### src/rsu_pkg.sv
// Purpose: constants for the remote upgrade register set
// Assumes: one system clock; all pins but the asynchronous rst_n_i sampled into it
// Notes:   config word layout shared by control and staging regs
package rsu_pkg;
    // register widths
    localparam int CFG_W   = 21;
    localparam int CAUSE_W = 5;
    localparam int SHIFT_W = CFG_W + CAUSE_W;
    // config word fields
    localparam int APP_FLAG_BIT = 0;
    localparam int PAGE_LO_LSB  = 1;
    localparam int PAGE_LO_MSB  = 3;
    localparam int PAGE_HI_LSB  = 4;
    localparam int PAGE_HI_MSB  = 7;
    localparam int PAGE_MSB     = 7;
    localparam int TIMER_EN_BIT = 8;
    localparam int TIMEOUT_LSB  = 9;
    localparam int TIMEOUT_MSB  = 20;
    localparam int COUNT_W      = 29;
    localparam int COUNT_ZERO_W = 17;
    // cause record bits
    localparam int CAUSE_CRC    = 0;
    localparam int CAUSE_ERRPIN = 1;
    localparam int CAUSE_FABRIC = 2;
    localparam int CAUSE_RSTPIN = 3;
    localparam int CAUSE_TIMER  = 4;
    // reset values
    localparam logic [2:0] PAGE_LO_REMOTE_RST = 3'h0;
    localparam logic [2:0] PAGE_LO_LOCAL_RST  = 3'h1;
    localparam logic [3:0] PAGE_HI_RST        = 4'h0;
    localparam logic [CFG_W-1:0] CFG_ZERO     = 21'h00_0000;
    localparam logic [CAUSE_W-1:0] CAUSE_RST  = 5'h00;
    localparam logic [SHIFT_W-1:0] SHIFT_RST  = 26'h000_0000;
    // sync vector positions
    localparam int IN_UCLK  = 0;
    localparam int IN_SIN   = 1;
    localparam int IN_SHIFT = 2;
    localparam int IN_CAPT  = 3;
    localparam int IN_FREQN = 4;
    localparam int IN_CRC   = 5;
    localparam int IN_ERRN  = 6;
    localparam int IN_RSTN  = 7;
    localparam int IN_TMR   = 8;
    localparam int IN_RMT   = 9;
    localparam int IN_AS    = 10;
    localparam int IN_W     = 11;
    // straps settle through the synchroniser first
    localparam logic [1:0] INIT_CYCLES = 2'h3;
    typedef enum logic [1:0] {
        RSU_ST_INIT = 2'h1,
        RSU_ST_RUN  = 2'h2
    } rsu_state_e;
endpackage

### src/rsu_remote_upgrade_registers.sv
// Purpose: hard register set of the remote configuration upgrade unit
// Assumes: clk_sys_i stands in for the internal oscillator
// Notes:   upgrade_clock is sampled; shift and staging regs step on its rising edges

module rsu_remote_upgrade_registers (
    // clock and reset
    input  wire logic         clk_sys_i,
    input  wire logic         rst_n_i,
    // mode straps
    input  wire logic         remote_mode_i,
    input  wire logic         active_serial_scheme_i,
    // fabric shift port
    input  wire logic         upgrade_clock_i,
    input  wire logic         upgrade_serial_in_i,
    input  wire logic         shift_not_load_i,
    input  wire logic         capture_not_update_i,
    input  wire logic         fabric_reconfig_request_n_i,
    output logic              upgrade_serial_out_o,
    // reconfiguration causes
    input  wire logic         crc_error_i,
    input  wire logic         config_error_pin_n_i,
    input  wire logic         config_reset_pin_n_i,
    input  wire logic         timer_expiry_cause_i,
    // active configuration
    output logic [6:0]        page_select_o,
    output logic              application_flag_o,
    output logic              timer_enable_bit_o,
    output logic [11:0]       timeout_reload_field_o,
    output logic [4:0]        cause_record_o,
    output logic              reconfig_start_o
);

    // input synchronisers
    logic [rsu_pkg::IN_W-1:0] meta_reg;
    logic [rsu_pkg::IN_W-1:0] sync_reg;
    logic [rsu_pkg::IN_W-1:0] prev_reg;
    logic [rsu_pkg::IN_W-1:0] raw_in;

    assign raw_in = {active_serial_scheme_i, remote_mode_i,
                     timer_expiry_cause_i, config_reset_pin_n_i,
                     config_error_pin_n_i, crc_error_i,
                     fabric_reconfig_request_n_i, capture_not_update_i,
                     shift_not_load_i, upgrade_serial_in_i,
                     upgrade_clock_i};

    // meta_reg feeds sync_reg only
    genvar gi;
    generate
        for (gi = 0; gi < rsu_pkg::IN_W; gi++) begin : g_sync
            always_ff @(posedge clk_sys_i or negedge rst_n_i) begin
                if (!rst_n_i) begin
                    meta_reg[gi] <= 1'b0;
                    sync_reg[gi] <= 1'b0;
                    prev_reg[gi] <= 1'b0;
                end else begin
                    meta_reg[gi] <= raw_in[gi];
                    sync_reg[gi] <= meta_reg[gi];
                    prev_reg[gi] <= sync_reg[gi];
                end
            end
        end
    endgenerate

    // registered state
    rsu_pkg::rsu_state_e         state_reg;
    rsu_pkg::rsu_state_e         state_next;
    logic [1:0]                  init_cnt_reg;
    logic [1:0]                  init_cnt_next;
    logic                        remote_reg;
    logic                        remote_next;
    logic                        as_reg;
    logic                        as_next;
    logic [rsu_pkg::CFG_W-1:0]   ctrl_reg;
    logic [rsu_pkg::CFG_W-1:0]   ctrl_next;
    logic [rsu_pkg::CFG_W-1:0]   update_reg;
    logic [rsu_pkg::CFG_W-1:0]   update_next;
    logic [rsu_pkg::CAUSE_W-1:0] cause_reg;
    logic [rsu_pkg::CAUSE_W-1:0] cause_next;
    logic [rsu_pkg::SHIFT_W-1:0] shift_reg;
    logic [rsu_pkg::SHIFT_W-1:0] shift_next;
    logic                        start_reg;
    logic                        start_next;

    // decoded events
    logic                        run;
    logic                        app_loaded;
    logic                        write_ok;
    logic                        uclk_rise;
    logic                        do_shift;
    logic                        do_capture;
    logic                        do_update;
    logic                        evt_crc;
    logic                        evt_err;
    logic                        evt_rst;
    logic                        evt_fab;
    logic                        evt_tmr;
    logic                        evt_fail;
    logic [rsu_pkg::CAUSE_W-1:0] evt_vec;
    logic [rsu_pkg::CFG_W-1:0]   staged_cfg;
    logic [rsu_pkg::CFG_W-1:0]   page_one_cfg;

    assign run        = (state_reg == rsu_pkg::RSU_ST_RUN);
    assign app_loaded = ctrl_reg[rsu_pkg::APP_FLAG_BIT];
    assign write_ok   = run && remote_reg && !app_loaded;
    // edges are found on the second stage, never on meta_reg
    assign uclk_rise  = sync_reg[rsu_pkg::IN_UCLK] && !prev_reg[rsu_pkg::IN_UCLK];
    assign do_shift   = run && uclk_rise && sync_reg[rsu_pkg::IN_SHIFT];
    assign do_capture = run && uclk_rise && !sync_reg[rsu_pkg::IN_SHIFT]
                        && sync_reg[rsu_pkg::IN_CAPT];
    assign do_update  = run && uclk_rise && !sync_reg[rsu_pkg::IN_SHIFT]
                        && !sync_reg[rsu_pkg::IN_CAPT] && write_ok;

    assign evt_crc  = run && sync_reg[rsu_pkg::IN_CRC] && !prev_reg[rsu_pkg::IN_CRC];
    assign evt_err  = run && !sync_reg[rsu_pkg::IN_ERRN] && prev_reg[rsu_pkg::IN_ERRN];
    assign evt_rst  = run && !sync_reg[rsu_pkg::IN_RSTN] && prev_reg[rsu_pkg::IN_RSTN];
    assign evt_fab  = run && sync_reg[rsu_pkg::IN_FREQN] && !prev_reg[rsu_pkg::IN_FREQN];
    // timer only counts while an application image runs with it enabled
    assign evt_tmr  = run && sync_reg[rsu_pkg::IN_TMR] && !prev_reg[rsu_pkg::IN_TMR]
                      && app_loaded && ctrl_reg[rsu_pkg::TIMER_EN_BIT];
    assign evt_fail = evt_crc || evt_err || evt_tmr;

    always_comb begin
        evt_vec = rsu_pkg::CAUSE_RST;
        evt_vec[rsu_pkg::CAUSE_CRC]    = evt_crc;
        evt_vec[rsu_pkg::CAUSE_ERRPIN] = evt_err;
        evt_vec[rsu_pkg::CAUSE_FABRIC] = evt_fab;
        evt_vec[rsu_pkg::CAUSE_RSTPIN] = evt_rst;
        evt_vec[rsu_pkg::CAUSE_TIMER]  = evt_tmr;
    end

    // staged word, page high kept zero outside remote active serial
    always_comb begin
        staged_cfg = update_reg;
        if (!(remote_reg && as_reg)) begin
            staged_cfg[rsu_pkg::PAGE_HI_MSB:rsu_pkg::PAGE_HI_LSB] =
                rsu_pkg::PAGE_HI_RST;
        end
    end

    // local-mode application word: page one, flag set
    always_comb begin
        page_one_cfg = rsu_pkg::CFG_ZERO;
        page_one_cfg[rsu_pkg::APP_FLAG_BIT] = 1'b1;
        page_one_cfg[rsu_pkg::PAGE_LO_MSB:rsu_pkg::PAGE_LO_LSB] =
            rsu_pkg::PAGE_LO_LOCAL_RST;
    end

    // next state of the whole block
    always_comb begin
        state_next    = state_reg;
        init_cnt_next = init_cnt_reg;
        remote_next   = remote_reg;
        as_next       = as_reg;
        ctrl_next     = ctrl_reg;
        update_next   = update_reg;
        cause_next    = cause_reg;
        shift_next    = shift_reg;
        start_next    = 1'b0;
        unique case (state_reg)
            rsu_pkg::RSU_ST_INIT: begin
                init_cnt_next = init_cnt_reg + 2'h1;
                if (init_cnt_reg == rsu_pkg::INIT_CYCLES) begin
                    // straps caught after release, not under reset
                    remote_next = sync_reg[rsu_pkg::IN_RMT];
                    as_next     = sync_reg[rsu_pkg::IN_AS];
                    if (sync_reg[rsu_pkg::IN_RMT]) begin
                        ctrl_next = rsu_pkg::CFG_ZERO;
                    end else begin
                        ctrl_next = page_one_cfg;
                    end
                    state_next = rsu_pkg::RSU_ST_RUN;
                end
            end
            rsu_pkg::RSU_ST_RUN: begin
                if (do_shift) begin
                    shift_next = {sync_reg[rsu_pkg::IN_SIN],
                                  shift_reg[rsu_pkg::SHIFT_W-1:1]};
                end else if (do_capture) begin
                    shift_next = {app_loaded ? ctrl_reg : update_reg,
                                  cause_reg};
                end else if (do_update) begin
                    update_next = shift_reg[rsu_pkg::SHIFT_W-1:rsu_pkg::CAUSE_W];
                end
                if (evt_fail || evt_rst || evt_fab) begin
                    cause_next = evt_vec;
                    start_next = 1'b1;
                    if (evt_fail) begin
                        ctrl_next = rsu_pkg::CFG_ZERO;
                    end else if (!remote_reg) begin
                        ctrl_next = page_one_cfg;
                    end else if (evt_rst) begin
                        ctrl_next = rsu_pkg::CFG_ZERO;
                    end else begin
                        ctrl_next = staged_cfg;
                    end
                end
            end
        endcase
    end

    always_ff @(posedge clk_sys_i or negedge rst_n_i) begin
        if (!rst_n_i) begin
            state_reg    <= rsu_pkg::RSU_ST_INIT;
            init_cnt_reg <= 2'h0;
            remote_reg   <= 1'b0;
            as_reg       <= 1'b0;
            ctrl_reg     <= rsu_pkg::CFG_ZERO;
            update_reg   <= rsu_pkg::CFG_ZERO;
            cause_reg    <= rsu_pkg::CAUSE_RST;
            shift_reg    <= rsu_pkg::SHIFT_RST;
            start_reg    <= 1'b0;
        end else begin
            state_reg    <= state_next;
            init_cnt_reg <= init_cnt_next;
            remote_reg   <= remote_next;
            as_reg       <= as_next;
            ctrl_reg     <= ctrl_next;
            update_reg   <= update_next;
            cause_reg    <= cause_next;
            shift_reg    <= shift_next;
            start_reg    <= start_next;
        end
    end

    // outputs straight from flops
    assign upgrade_serial_out_o   = shift_reg[0];
    assign page_select_o          = ctrl_reg[rsu_pkg::PAGE_MSB:rsu_pkg::PAGE_LO_LSB];
    assign application_flag_o     = ctrl_reg[rsu_pkg::APP_FLAG_BIT];
    assign timer_enable_bit_o     = ctrl_reg[rsu_pkg::TIMER_EN_BIT];
    // low bits of the 29-bit count are implied zero
    assign timeout_reload_field_o = ctrl_reg[rsu_pkg::TIMEOUT_MSB:rsu_pkg::TIMEOUT_LSB];
    assign cause_record_o         = cause_reg;
    assign reconfig_start_o       = start_reg;
endmodule

### config.mk
export PLATFORM = sky130hd
export DESIGN_NAME = rsu_remote_upgrade_registers
export DESIGN_NICKNAME = d
export VERILOG_FILES = /design/src/rsu_pkg.sv /design/src/rsu_remote_upgrade_registers.sv
export SDC_FILE = /design/constraint.sdc
export NUM_CORES = 1
export LEC_CHECK = 0
export BUFFER_PORTS_ARGS = -buffer_cell sky130_fd_sc_hd__buf_2
export CORE_MARGIN = 8
export CORE_UTILIZATION = 35
export DETAILED_ROUTE_END_ITERATION = 8
export GPL_TIMING_DRIVEN = 0
export SKIP_LAST_GASP = 1
export SLEW_MARGIN = 20
export SYNTH_ARGS = -nofsm -noshare
export SYNTH_HDL_FRONTEND = slang
export SYNTH_SLANG_ARGS = --single-unit
### constraint.sdc
create_clock -name clk_sys_i -period 2 [get_ports clk_sys_i]
set_clock_uncertainty 0.1 [all_clocks]
set_input_delay 0.2 -clock clk_sys_i [delete_from_list [all_inputs] [get_ports clk_sys_i]]
set_output_delay 0.2 -clock clk_sys_i [all_outputs]
set_load 0.02 [all_outputs]
==> out/metrics.cfg <==
[place]
dp.cells=588
dp_hpwl_um=6980
gp_congestion=0.828
port_buffers=40

[logic_synthesis]
synth-compound-area-share_pct=10.6
synth_top_family_by_area=multiplexers
netlist_area_mm2=0.00454
synth_xor_area_share_pct=0.193
syn_nets=389
synthSimpleGateAreaFrac_pct=8.55
netlist.area_leader.share_pct=59.0
yosysTopAreaCell=dfrtp_1
ys_top_cells_by_area=dfrtp_1 (59%), mux2_2 (6.7%), mux2i_1 (5.7%), mux2_4 (4.6%), a21oi_1 (3.8%)
synthAdderAreaFrac_pct=0.276
synth_seq_cells=108
yosysUniqueCellTypes=35
synth_edf_count=0
ys.flop_type=dfrtp_1
avgSynthCellArea_um2=12.1
synthCells=375
ys_warn_count=0
ys_seq_area_share_pct=59.6
synthMuxAreaShare_pct=17.1
async_reset_ff_share_pct=100

[global_routing]
grt_overflow_total=0
grt_max_degree=65
antenna_found_initial=0
grt_pass1_vias=3315
grt_pass1_wl_um=17500
grt_usage_pct=13.5

[layout]
final_cell_mix=dfrtp_1 (105), buf_2 (41), a21oi_1 (34)
largest_register_ffs=26
instances_no_fill=623
drive_gt1_share_pct=29.7
area_delta_synth_final_pct=22.8
final_util_pct=44.2
fin_nets=461
num_antenna_cells=0
final_common_cell=dfrtp_1

[drt]
drc_errors=0
drtIter0Drc=266
drt-vias-per-instance=4.99
wl_per_cell_um=16.9
vias=3111
antenna_left=0
drt-total-wl_um=10500
detailedRoute.firstPassIterationCount=4

[worst_setup_path]
end_kind=flop
crit_path_start_kind=flop
critPathBufInv=1
cpMaxStageDelayCell=dfrtp_2
max_stage_delay_ps=450
critPathKind=reg -> reg
path_cells=and4b_4 > a2111oi_4 > a41oi_4 > buf_6 > mux2_4
worstPathMaxFanout=5
cp_data_required_time_ps=2130
crit_family=compound AO/OA/AOI/OAI gates
critical_path_arrival_ps=2100

[sta]
max_freq_mhz=507
period_share_pct=98.6
worst_pin_slew_ps=840
hold_violations=0
tns_ps=0
min_period_ps=1970
slew_headroom_pct=44.0
rsz0062_at_grt=yes
drv_slew=0
setup_viol=0

[power_and_ir_drop]
leakagePower_nw=2.80
pwr-share-seq_pct=52.8
comb_power_share_pct=4.4
fin_total_pwr_mw=4.22
internal-power_mw=3.32
ir_worst_vdd_uv=438
p_clk_share_pct=42.8
swShare_pct=21.3
switching_power_mw=0.901
powerDensity_mw_per_mm2=757

[clock_tree]
cts_root_buffer=clkbuf_16
clkSlewWorstSetupHoldPaths_ps=70
cts_buffers=9
cts_tree=done
h-tree-depth=3
clock_latency_ps=350
clock_sinks=108
cts_buffer_depth=2

[die]
die_y_um=130
fp.dieW_um=130
io_pins=41
initial_core_util_pct=36.0
rows=41
core_region_area_mm2=0.0126
dieArea_mm2=0.0169

[outcome]
status=completed

[flow_run]
drv_cap=0

[hold_path]
hp-class=reg -> reg

power by group through the flow:
stage / registers (mW) / logic (mW) / clock network [mW]
final: 2.23 / 0.186 / 1.81
after global routing: 2.23 / 0.206 / 1.95
after CTS: 2.23 / 0.183 / 1.85
after detailed placement: 2.27 / 0.163 / 0
after global placement: 2.27 / 0.153 / 0
after floorplan: 2.27 / 0.0682 / 0
routing by layer:
metal / share of wire (%) / global-route usage [%] / routed length (um) / vias up
li1: - / - / - / 1469
met1: 46 / 16.4 / 4790 / 1565
met2: 48 / 22.1 / 5070 / 64
met3: 4.7 / 4.04 / 491 / 13
met4: 1.6 / 5.05 / 163 / 0
met5: 0 / 0 / 0 / -
final timing paths:
path | startpoint | to | slack (ps) | depth (start not counted)
min reg2reg | meta_reg[8] | sync_reg[8] | 240 | 0
max in group asynchronous | rst_n_i | state_reg[0] | 850 | 3
max reg2reg | ctrl_reg[0] | ctrl_reg[2] | 30 | 5
min in group asynchronous | rst_n_i | ctrl_reg[17] | 250 | 2
max | ctrl_reg[0] | ctrl_reg[2] | 30 | 5
min | meta_reg[8] | sync_reg[8] | 240 | 0
Yosys cell counts, types with 2 or more instances:
cell type and number:
dfrtp_1 107, nor3_1 3, and3_1 15, a21oi_1 34, nor4bb_1 2, nor2b_1 3, nor2_1 24, o21ai_0 16
inv_1 15, buf_6 2, mux2_4 14, nand2_1 20, o22ai_1 18, buf_1 3, mux2_2 27, nand2b_1 2
mux2i_1 26, nand4_1 4, clkbuf_1 12, buf_2 7, a31oi_1 7
timing repair:
| item | in CTS | in global routing |
|---|---|---|
| hold buffers | 12 | 0 |
| setup buffers | 7 | 1 |
| endpoints found under the setup margin | 62 | 67 |
| hold endpoints to repair | 55 | 0 |
| pin swaps | 2 | 2 |
| resized for setup | 18 | 19 |
| cloned | 1 | 0 |
layout make-up:
class / count / area [um2]
fillers: 1186 / 7050
flip-flops and latches: 108 / 2710
multi-input cells: 228 / 1700
repair buffers: 62 / 433
clock buffers: 12 / 256
well taps: 172 / 215
plain buffers: 23 / 155
inverters: 15 / 56.3
clock inverters: 3 / 46.3
metrics by stage:
| stage | cell area [um2] | hold slack [ps] | setup WS (ps) |
|---|---|---|---|
| finish | 5570 | 243 | 27.8 |
| CTS | 5510 | 250 | -56.9 |
| global placement | 4960 | 208 | -808 |
| floorplan | 4540 | -196 | 77.3 |
| global route | 5570 | 256 | -37.4 |
| detailed placement | 4990 | 59.1 | -197 |
logic make-up after synthesis:
kind of cell,count (synthesis)
mux,67
fa+ha+maj,1
xor+xnor,1
simple gates,78
compound gates,81
flops,108
buf+inv,39
No activity file was read; power rests on OpenSTA's default activity.
